[src/core/uabw_pkg.sv]
// package for the auto-baud and wake-on-break block
package uabw_pkg;
	// register byte addresses, one 32-bit word each
	localparam logic [3:0] ADDR_CONTROL  = 4'h0;
	localparam logic [3:0] ADDR_DIVISOR  = 4'h4;
	localparam logic [3:0] ADDR_RX_BUF   = 4'h8;
	// control register bit positions
	localparam int BIT_ABD_EN   = 0;
	localparam int BIT_WAKE_EN  = 1;
	localparam int BIT_WIDE_SEL = 3;
	localparam int BIT_HS_SEL   = 4;
	localparam int BIT_RX_FLAG  = 5;
	localparam int BIT_RX_IDLE  = 6;
	localparam int BIT_OVF      = 7;
	// calibration counter starts at one
	localparam logic [15:0] DIV_START   = 16'h0001;
	localparam logic [15:0] DIV_RESET   = 16'h0000;
	localparam logic [7:0]  CTRL_RESET  = 8'h00;
	// calibration clock prescales: base/8 gives fosc/512, /128, /32
	localparam logic [8:0]  PRE_SLOW    = 9'h1FF;
	localparam logic [8:0]  PRE_MID     = 9'h07F;
	localparam logic [8:0]  PRE_FAST    = 9'h01F;
	localparam int          RISE_COUNT  = 5;
	// calibration sequencer states
	typedef enum logic [3:0] {
		ST_IDLE  = 4'b0001,
		ST_START = 4'b0010,
		ST_WAIT1 = 4'b0100,
		ST_COUNT = 4'b1000
	} uabw_state_t;
endpackage

[src/core/uabw_core.sv]
// auto-baud measurement and wake-on-break logic behind an avalon-mm slave
//
// Our own choices: the Avalon-MM interface to the registers and the placing of the registers.
`timescale 1ns/1ps
module uabw_core
	import uabw_pkg::*;
(
	input  wire logic        clk,              // 10 MHz system clock
	input  wire logic        rst_b,            // async reset, active low
	input  wire logic        receive_line,     // serial receive pin
	input  wire logic        async_mode,       // serial unit in asynchronous mode
	input  wire logic [3:0]  avs_address,      // byte address
	input  wire logic        avs_read,         // read request
	input  wire logic        avs_write,        // write request
	input  wire logic [31:0] avs_writedata,    // write data
	input  wire logic [3:0]  avs_byteenable,   // byte lanes
	output logic [31:0]      avs_readdata,     // read data
	output logic             avs_waitrequest,  // stall
	output logic             rx_hold_idle      // normal receiver held idle
);
	import uabw_pkg::*;

	logic        rx_meta;
	logic        rx_sync;
	logic        rx_prev;
	logic        autobaud_enable_bit;
	logic        wake_on_break_enable;
	logic        wide_divider_select;
	logic        high_speed_select;
	logic        receive_flag;
	logic        autobaud_overflow_flag;
	logic [15:0] divisor_pair;
	logic [8:0]  pre_cnt;
	logic [8:0]  pre_max;
	logic [2:0]  rise_cnt;
	logic        tick;
	logic        rise;
	logic        fall;
	logic        cal_done;
	logic        wake_event;
	logic        wr_ctrl;
	logic        rd_buf;
	logic        ack;
	uabw_state_t state;
	uabw_state_t next_state;

	// decode of a bus hit on one word
	function automatic logic hit(input logic [3:0] a, input logic [3:0] off);
		hit = (a == off);
	endfunction

	// two-stage synchroniser, first stage feeds only the second
	always_ff @(posedge clk or negedge rst_b)
	begin
		if (!rst_b)
		begin
			rx_meta <= 1'b1;
			rx_sync <= 1'b1;
			rx_prev <= 1'b1;
		end
		else
		begin
			rx_meta <= receive_line;
			rx_sync <= rx_meta;
			rx_prev <= rx_sync;
		end
	end

	assign rise = rx_sync & ~rx_prev;
	assign fall = ~rx_sync & rx_prev;

	// one-cycle wait on every access keeps read data registered
	assign avs_waitrequest = (avs_read | avs_write) & ~ack;
	assign wr_ctrl = avs_write & ack & hit(avs_address, ADDR_CONTROL) & avs_byteenable[0];
	assign rd_buf  = avs_read & ack & hit(avs_address, ADDR_RX_BUF);

	// ack toggles so a held request sees exactly one wait cycle
	always_ff @(posedge clk or negedge rst_b)
	begin
		if (!rst_b)
			ack <= 1'b0;
		else
			ack <= (avs_read | avs_write) & ~ack;
	end

	// read data; unmapped words read zero
	always_ff @(posedge clk or negedge rst_b)
	begin
		if (!rst_b)
			avs_readdata <= 32'h0000_0000;
		else if (avs_read & ~ack)
		begin
			avs_readdata <= 32'h0000_0000;
			if (hit(avs_address, ADDR_CONTROL))
			begin
				avs_readdata[BIT_ABD_EN]   <= autobaud_enable_bit;
				avs_readdata[BIT_WAKE_EN]  <= wake_on_break_enable;
				avs_readdata[BIT_WIDE_SEL] <= wide_divider_select;
				avs_readdata[BIT_HS_SEL]   <= high_speed_select;
				avs_readdata[BIT_RX_FLAG]  <= receive_flag;
				avs_readdata[BIT_RX_IDLE]  <= (state == ST_IDLE) & rx_sync;
				avs_readdata[BIT_OVF]      <= autobaud_overflow_flag;
			end
			else if (hit(avs_address, ADDR_DIVISOR))
				avs_readdata[15:0] <= divisor_pair;
		end
	end

	// calibration prescale per select bits; base/8
	always_comb
	begin
		if (wide_divider_select & high_speed_select)
			pre_max = PRE_FAST;
		else if (wide_divider_select | high_speed_select)
			pre_max = PRE_MID;
		else
			pre_max = PRE_SLOW;
	end

	always_ff @(posedge clk or negedge rst_b)
	begin
		if (!rst_b)
			pre_cnt <= 9'h000;
		else if (state != ST_COUNT || pre_cnt == pre_max)
			pre_cnt <= 9'h000;
		else
			pre_cnt <= pre_cnt + 9'h001;
	end

	assign tick = (state == ST_COUNT) && (pre_cnt == pre_max);

	// sequencer: wait for start bit, first rise, then four more rises
	always_comb
	begin
		next_state = state;
		case (state)
			ST_IDLE:
				if (autobaud_enable_bit && !wake_on_break_enable)
					next_state = ST_START;
			ST_START:
				if (!autobaud_enable_bit)
					next_state = ST_IDLE;
				else if (fall)
					next_state = ST_WAIT1;
			ST_WAIT1:
				if (!autobaud_enable_bit)
					next_state = ST_IDLE;
				else if (rise)
					next_state = ST_COUNT;
			ST_COUNT:
				if (!autobaud_enable_bit || cal_done)
					next_state = ST_IDLE;
			default:
				next_state = ST_IDLE;
		endcase
	end

	always_ff @(posedge clk or negedge rst_b)
	begin
		if (!rst_b)
			state <= ST_IDLE;
		else
			state <= next_state;
	end

	// rising edges counted after the first one
	always_ff @(posedge clk or negedge rst_b)
	begin
		if (!rst_b)
			rise_cnt <= 3'h0;
		else if (state != ST_COUNT)
			rise_cnt <= 3'h1;
		else if (rise)
			rise_cnt <= rise_cnt + 3'h1;
	end

	assign cal_done = (state == ST_COUNT) && rise && (rise_cnt == 3'(RISE_COUNT - 1));

	// divisor pair: 16-bit counter during calibration, else software word
	always_ff @(posedge clk or negedge rst_b)
	begin
		if (!rst_b)
			divisor_pair <= DIV_RESET;
		else if (state == ST_WAIT1 && rise)
			divisor_pair <= DIV_START;
		else if (tick)
			divisor_pair <= divisor_pair + 16'h0001;
		else if (state == ST_IDLE && avs_write && ack && hit(avs_address, ADDR_DIVISOR))
		begin
			if (avs_byteenable[0])
				divisor_pair[7:0] <= avs_writedata[7:0];
			if (avs_byteenable[1])
				divisor_pair[15:8] <= avs_writedata[15:8];
		end
	end

	// overflow flag; wrap wins over a same-cycle clear
	always_ff @(posedge clk or negedge rst_b)
	begin
		if (!rst_b)
			autobaud_overflow_flag <= 1'b0;
		else if (tick && divisor_pair == 16'hFFFF)
			autobaud_overflow_flag <= 1'b1;
		else if (wr_ctrl && !autobaud_enable_bit && !avs_writedata[BIT_OVF])
			autobaud_overflow_flag <= 1'b0;
	end

	// auto-baud enable: software sets, fifth edge clears
	always_ff @(posedge clk or negedge rst_b)
	begin
		if (!rst_b)
			autobaud_enable_bit <= 1'b0;
		else if (cal_done)
			autobaud_enable_bit <= 1'b0;
		else if (wr_ctrl)
			autobaud_enable_bit <= avs_writedata[BIT_ABD_EN];
	end

	// wake only in async mode; falling edge is the event
	assign wake_event = wake_on_break_enable && async_mode && fall;

	// wake enable: software sets, rise ending the break clears
	always_ff @(posedge clk or negedge rst_b)
	begin
		if (!rst_b)
			wake_on_break_enable <= 1'b0;
		else if (wake_on_break_enable && rise)
			wake_on_break_enable <= 1'b0;
		else if (wr_ctrl)
			wake_on_break_enable <= avs_writedata[BIT_WAKE_EN] & async_mode;
	end

	// select bits steer the prescale
	always_ff @(posedge clk or negedge rst_b)
	begin
		if (!rst_b)
		begin
			wide_divider_select <= 1'b0;
			high_speed_select   <= 1'b0;
		end
		else if (wr_ctrl)
		begin
			wide_divider_select <= avs_writedata[BIT_WIDE_SEL];
			high_speed_select   <= avs_writedata[BIT_HS_SEL];
		end
	end

	// receive flag; set wins over the buffer-read clear
	always_ff @(posedge clk or negedge rst_b)
	begin
		if (!rst_b)
			receive_flag <= 1'b0;
		else if (cal_done || wake_event)
			receive_flag <= 1'b1;
		else if (rd_buf)
			receive_flag <= 1'b0;
	end

	// receiver stays idle while calibrating or waiting for wake;
	// the sequencer term covers the cycle after software aborts
	assign rx_hold_idle = autobaud_enable_bit | wake_on_break_enable | (state != ST_IDLE);

	// count advances only on calibration ticks
	div_hold_a: assert property (@(posedge clk) disable iff (!rst_b)
		(state == ST_COUNT && !tick && !$past(state == ST_WAIT1)) |=> $stable(divisor_pair))
		else $error("divisor moved without a tick");
	cal_end_a: assert property (@(posedge clk) disable iff (!rst_b)
		cal_done |=> (!autobaud_enable_bit && receive_flag && state == ST_IDLE))
		else $error("calibration end did not clear enable and set flag");
	cnt_start_a: assert property (@(posedge clk) disable iff (!rst_b)
		(state == ST_WAIT1 && rise) |=> (divisor_pair == DIV_START))
		else $error("counter did not start at one");
	ovf_set_a: assert property (@(posedge clk) disable iff (!rst_b)
		(tick && divisor_pair == 16'hFFFF) |=> autobaud_overflow_flag)
		else $error("overflow not flagged");
	ovf_keep_a: assert property (@(posedge clk) disable iff (!rst_b)
		(autobaud_overflow_flag && autobaud_enable_bit) |=> autobaud_overflow_flag)
		else $error("overflow cleared while enabled");
	wake_flag_a: assert property (@(posedge clk) disable iff (!rst_b)
		wake_event |=> receive_flag)
		else $error("wake event did not set flag");
	wake_clr_a: assert property (@(posedge clk) disable iff (!rst_b)
		(wake_on_break_enable && rise) |=> !wake_on_break_enable)
		else $error("wake enable not cleared by rising edge");
	flag_hold_a: assert property (@(posedge clk) disable iff (!rst_b)
		(receive_flag && !rd_buf) |=> receive_flag)
		else $error("receive flag cleared without buffer read");
	hold_idle_a: assert property (@(posedge clk) disable iff (!rst_b)
		(state != ST_IDLE) |-> rx_hold_idle)
		else $error("receiver not held idle during calibration");
	after_brk_a: assert property (@(posedge clk) disable iff (!rst_b)
		(state == ST_IDLE && wake_on_break_enable) |=> state == ST_IDLE)
		else $error("calibration began during break");
	fifth_a: assert property (@(posedge clk) disable iff (!rst_b)
		cal_done |-> (rise_cnt == 3'h4))
		else $error("calibration ended off the fifth edge");
	// rises two to four must leave the count running
	early_end_a: assert property (@(posedge clk) disable iff (!rst_b)
		(state == ST_COUNT && autobaud_enable_bit && rise && rise_cnt != 3'h4) |=> state == ST_COUNT)
		else $error("calibration ended before the fifth edge");
	// fast select pair must tick at the short prescale
	fast_pre_a: assert property (@(posedge clk) disable iff (!rst_b)
		(state == ST_COUNT && wide_divider_select && high_speed_select && pre_cnt == PRE_FAST) |-> tick)
		else $error("fast prescale did not tick");
	// slow select pair must not tick before the long prescale
	slow_pre_a: assert property (@(posedge clk) disable iff (!rst_b)
		(state == ST_COUNT && !wide_divider_select && !high_speed_select && pre_cnt != PRE_SLOW) |-> !tick)
		else $error("slow prescale ticked early");
	// software clear of overflow works once enable is low
	ovf_clr_a: assert property (@(posedge clk) disable iff (!rst_b)
		(wr_ctrl && !autobaud_enable_bit && !avs_writedata[BIT_OVF] && !tick) |=> !autobaud_overflow_flag)
		else $error("overflow clear ignored");
	// a plain enable write sets the auto-baud enable bit
	abd_set_a: assert property (@(posedge clk) disable iff (!rst_b)
		(wr_ctrl && avs_writedata[BIT_ABD_EN] && !cal_done) |=> autobaud_enable_bit)
		else $error("auto-baud enable write lost");
	// wake cannot be armed outside asynchronous mode
	async_wake_a: assert property (@(posedge clk) disable iff (!rst_b)
		(wr_ctrl && !async_mode) |=> !wake_on_break_enable)
		else $error("wake armed outside async mode");
endmodule

[config.mk]
export PLATFORM = sky130hd
export DESIGN_NAME = uabw_core
export DESIGN_NICKNAME = d
export VERILOG_FILES = /design/src/core/uabw_pkg.sv /design/src/core/uabw_core.sv
export SDC_FILE = /design/constraint.sdc
export NUM_CORES = 1
export LEC_CHECK = 0
export CAP_MARGIN = 40
export CORE_UTILIZATION = 35
export DETAILED_ROUTE_END_ITERATION = 7
export DONT_BUFFER_PORTS = 1
export PLACE_DENSITY_LB_ADDON = 0.3
export REMOVE_ABC_BUFFERS = 1
export SYNTH_ARGS = -nofsm -noshare
export SYNTH_HDL_FRONTEND = slang
export SYNTH_SLANG_ARGS = --single-unit
[constraint.sdc]
create_clock -name clk -period 1.93 [get_ports clk]
set_input_delay 0.0965 -clock clk [delete_from_list [all_inputs] [get_ports clk]]
set_output_delay 0.0965 -clock clk [all_outputs]
set_load 0.05 [all_outputs]
After elaboration in Yosys (flattened, before gate mapping)

Index checks and enable logic that the tools add are counted.

Input bits: 46
Flip-flop bits (word level): 58

Equal/unequal tests: 15
$add $sub $neg: 3
Muxes and demuxes: 30
Bitwise operators: 19
Reduce and logical (&&, ||, !) cells: 32

Operators by type and width:

| operator                                            | number |
|---|---|
| 2-to-1 mux 16 bit                                   | 4 |
| 2-to-1 mux 9 bit                                    | 3 |
| 2-to-1 mux 4 bit                                    | 6 |
| 2-to-1 mux 8 bit                                    | 3 |
| adder 16 x 1 -> 16 bit, second input constant       | 1 |
| equality test 16 bit, second input constant         | 1 |
| case mux 4 bit (4 select lines)                     | 1 |
| logical AND 1 bit                                   | 14 |
| AND 1 bit                                           | 12 |
| nonzero test 2 bit                                  | 5 |
| adder 9 x 1 -> 9 bit, second input constant         | 1 |
| equality test 9 bit                                 | 1 |
| 2-to-1 mux 1 bit                                    | 9 |
| nonzero test 3 bit                                  | 3 |
| equality test 4 x 3 -> 1 bit, second input constant | 2 |
| equality test 4 bit, second input constant          | 2 |
| 2-to-1 mux 3 bit                                    | 2 |
| != test 3 bit, second input constant                | 2 |
| 2-to-1 mux 5 bit                                    | 1 |
| equality test 4 x 1 -> 1 bit, second input constant | 1 |
| equality test 4 x 2 -> 1 bit, second input constant | 1 |
| logical NOT 4 bit                                   | 1 |
| != test 2 x 1 -> 1 bit, second input constant       | 2 |
| != test 4 x 1 -> 1 bit, second input constant       | 1 |
| 10 further kinds                                    | 20 |

Longest topological paths before layout

Depth in word-level cells: 7
Gate-level depth with buffers: 7
Depth with buffers taken out: 6

Worst setup path after synthesis

OpenSTA, ideal clock, no wires.

Path type: register to register
From: register state[0]
To: register divisor_pair[11]
Arrival time: 1.988 ns
Period minus slack after synthesis: 2.113 ns
Cell stages (with the launch flop): 8
Path buffers: 2
Setup slack: -0.183 ns
Cells stage by stage: dfstp_2 > or4b_1 > buf_6 > or3_1 > buf_2 > and3_4 > a22oi_2 > o21ai_1

Cells in the longest elaborated chain, start to end: 6
Elaborated cells between the ends (all ways): 13
Classes of those cells: eq/ne (3); mux (2); reduce/logical (8)

RTL lines:

| what                           | line             | source |
|---|---|---|
| from (decl)                    | uabw_core.sv:44  | `uabw_state_t state;` |
| from (signal assigned)         | uabw_core.sv:163 | `state <= next_state;` |
| equality test 4 x 1 -> 1 bit   | uabw_core.sv:188 | `else if (state == ST_IDLE && avs_write && ack && hit(avs_address, ADDR_DIVISOR))` |
| logical AND 1 bit (3 in a row) | uabw_core.sv:188 |  |
| nonzero test 3 bit (no line)   | --               |  |
| AND reduction 2 bit (no line)  | --               |  |
| to (signal assigned)           | uabw_core.sv:187 | `divisor_pair <= divisor_pair + 16'h0001;` |
| to (signal assigned)           | uabw_core.sv:193 | `divisor_pair[15:8] <= avs_writedata[15:8];` |
| to (decl)                      | uabw_core.sv:32  | `logic [15:0] divisor_pair;` |

Parallel ways exist; a longest one is shown, timed or not.
A chain may end at the register's enable or synchronous reset.

Final worst setup path

From: register state[0]
To: output rx_hold_idle

Cells in the longest elaborated chain, start to end: 2

RTL lines:

| what                   | line             | source |
|---|---|---|
| != test 4 x 1 -> 1 bit | uabw_core.sv:261 | `assign rx_hold_idle = autobaud_enable_bit \| wake_on_break_enable \| (state != ST_IDLE);` |
| bitwise OR 1 bit       | uabw_core.sv:261 |  |
| to (decl)              | uabw_core.sv:19  | `output logic rx_hold_idle` |

No other way between the ends.

==> reports/metrics.csv <==
metric,value,unit
status,"complete, but fails checks",
violations,setup timing,
power.share.clock,29.9,%
io_buffers,0,
yosys.area_share.simple,25.8,%
tightest_slew,0.502,ns
synth_top_family_by_area,simple AND/OR/NAND/NOR gates,
path_class,reg2out,
finalPower,4.78,mW
combPwrFrac,35.1,%
routed_wl,9.09,mm
antenna_found_initial,0,
core_area,8720,µm²
finalHoldViolations,0,
finalCritPeriodShare,108,%
reg2reg_from,state[0],
synthFlopType,dfrtp_1,
grt_overflow_total,0,
wl_per_cell,17.0,µm
row_count,34,
critPathLaunchType,register,
peakVddDrop,446,µV
cp_data_arrival_time,1.99,ns
p_int,3.07,mW
grt_pass1_wl,14.8,mm
fmax,480,MHz
synthTopCellsByArea,"dfrtp_1 (43%), nand2_1 (6.5%), buf_4 (3.8%), nand3_1 (3.6%), dfstp_2 (3.3%)",
ys_warn_count,0,
yosys.area_share.adder,1.58,%
syn_area_per_cell,9.21,µm²
stdcell_area,4300,µm²
grt_setup_unrepaired,true,
clkTransAtPathRegs,0.07,ns
grt_max_degree,59,
area_growth,36.2,%
dpl_cell_area,3530,µm²
yosysUniqueCellTypes,62,
firstDrtPassIters,5,
hold_ws,0.112,ns
muxShareOfSynthArea,0.674,%
synth_compound_area_share,16.6,%
hold_path_end,high_speed_select,
synth_top_area_share,42.8,%
cts_tree,built,
die_y,97.0,µm
dpl.hpwl,6.15,mm
synth_most_common_cell,nand2_1,
fin_crit,2.08,ns
relSlewSlack,66.5,%
nFillCells,805,
nets,472,
cp-end-kind,primary output,
synthTopCellsByCount,"nand2_1 (55), dfrtp_1 (54), nor2_1 (26), nand3_1 (23), buf_4 (16)",
cts_inserted_buffers,9,
slew_violations,0,
whs_path_depth,3,
ant_nets,0,
via_count,2920,
drive_gt1_share,25.8,%
grt_pass1_vias,2942,
worst-path-max-fanout,3,
drt-initial-drc-count,194,
finalNonFillerCells,535,
dp_cells,484,
synthArstFlopShare,100,%
viasPerCell,5.46,
n_antenna_cell,0,
ios,80,
reg2regPathDepth,6,
finClkSkew,0.0110,ns
r2r-end,divisor_pair[13],
power_density,1110,nW/µm²
synthCells,343,
synth_edf_count,0,
cts_max_level,3,
die_area,9410,µm²
worstHoldPathType,in2reg,
dieWidth,97.0,µm
clk_path_buf_depth,2,
p_sw,1.71,mW
yosysTopAreaCell,dfrtp_1,
drc,0,
globalplace.congestion,0.900,
required,1.83,ns
seq_area_frac_synth,46.1,%
maxCapViolations,0,
synth_xor_area_share,2.22,%
worstSkewPairLatency,0.35,ns
synth_area,3160,µm²
clkSinkCount,58,
track_usage,20.2,%
utilization,49.3,%
r2r_slack,-0.12,ns
setup_slack,-0.155,ns
swShare,35.7,%
power.leakage,1.89,nW
cts.root.buffer_cell,clkbuf_8,
seqPwrFrac,35.0,%
setup_viol,10,
ys_seq_elements,58,
min-delay-start,avs_write,
start_util,36.2,%
[worst max path at each step]
stage / depth (start not counted) / to / slack [ns] / startpoint
after CTS: 4 / rx_hold_idle / -0.15 / state[0]
after floorplan: 5 / divisor_pair[11] / -0.20 / state[0]
after global routing: 6 / divisor_pair[13] / -0.21 / state[0]
final: 4 / rx_hold_idle / -0.15 / state[0]
after detailed placement: 5 / divisor_pair[11] / -0.13 / state[0]
after global placement: 5 / divisor_pair[11] / -0.09 / state[0]
[worst max-delay path, cell delays in order, from the launching register on]
cell     delay (ns)
dfstp_2        0.54
or4b_4         0.47
buf_6          0.14
or3_4          0.34
buf_8          0.16
[registers in the layout, indices dropped and copies added, names as in the netlist]
signal and count:
receive_flag 1, rx_prev 1, rx_meta 1, rx_sync 1
divisor_pair 16, ack 1, wake_on_break_enable 1, autobaud_enable_bit 1
state 4, wide_divider_select 1, avs_readdata 16, pre_cnt 9
high_speed_select 1, rise_cnt 3, autobaud_overflow_flag 1
[power by group through the flow]
stage / clock [mW] / sequential [mW] / combinational (mW)
6_report: 1.43 / 1.67 / 1.68
5_1_grt: 1.50 / 1.70 / 1.83
4_1_cts: 1.45 / 1.66 / 1.55
3_5_place_dp: 0 / 1.69 / 1.29
3_3_place_gp: 0 / 1.68 / 1.28
2_1_floorplan: 0 / 1.66 / 0.808
[kinds of logic (layout without fill, tap and decap cells)]
group,count (synthesis),count (layout)
xor gates and xnor gates,8,8
DFF,58,58
adders and majority gates,4,4
other,1,16
muxes,2,2
AOI/OAI and AO/OA,75,75
and+or+nand+nor,156,156
buffers and inverters,39,108
[cells in the final DEF (no fill, tap or decap), drive strengths merged, types with 4 or more instances in the layout]
cell type	instances
a31oi	6
inv	11
ha	4
conb	16
a21oi	10
nor3	6
or4	5
nand2	55
xor2	6
o21ai	18
dlygate4sd3	24
buf	57
dfrtp	54
nand3	23
a32oi	4
nand4	8
o311ai	4
nor2	26
or3	6
a22oi	8
o31ai	7
clkbuf	11
dfstp	4
nand2b	4
[metal layers]
| layer | GRT usage [%] | vias to the layer above | part of all wire [%] | wire [µm] |
|---|---|---|---|---|
| met5 | 0 | - | 0 | 0 |
| met4 | 10.3 | 0 | 2.0 | 183 |
| met3 | 5.85 | 16 | 8.1 | 733 |
| met2 | 30.2 | 116 | 46 | 4200 |
| met1 | 26.6 | 1413 | 44 | 3970 |
| li1 | - | 1375 | - | - |
[through the flow]
stage,TNS (ns),setup WS (ns)
global placement,-0.344,-0.0919
finish,-0.738,-0.155
CTS,-0.779,-0.151
global route,-1.68,-0.206
detailed placement,-0.688,-0.135
floorplan,-0.929,-0.204
[area by class of cell]
class	instances	area (µm²)	share of cell area [%]
Tap cell	108	135	3.14
Clock inverter	5	100	2.33
Clock buffer	11	151	3.52
Timing Repair Buffer	81	722	16.8
Multi-Input combinational cell	261	1690	39.4
Sequential cell	58	1460	33.9
Inverter	11	41.3	0.960
[timing repair]
| item | CTS | global route |
|---|---|---|
| hold buffers | 25 | 0 |
| pin swaps | 8 | 14 |
| setup buffers | 5 | 5 |
| endpoints found under the setup margin | 12 | 21 |
| endpoints found under the hold margin | 82 | 0 |
| gates resized for setup | 20 | 18 |
(Power assumes the default switching activity.)
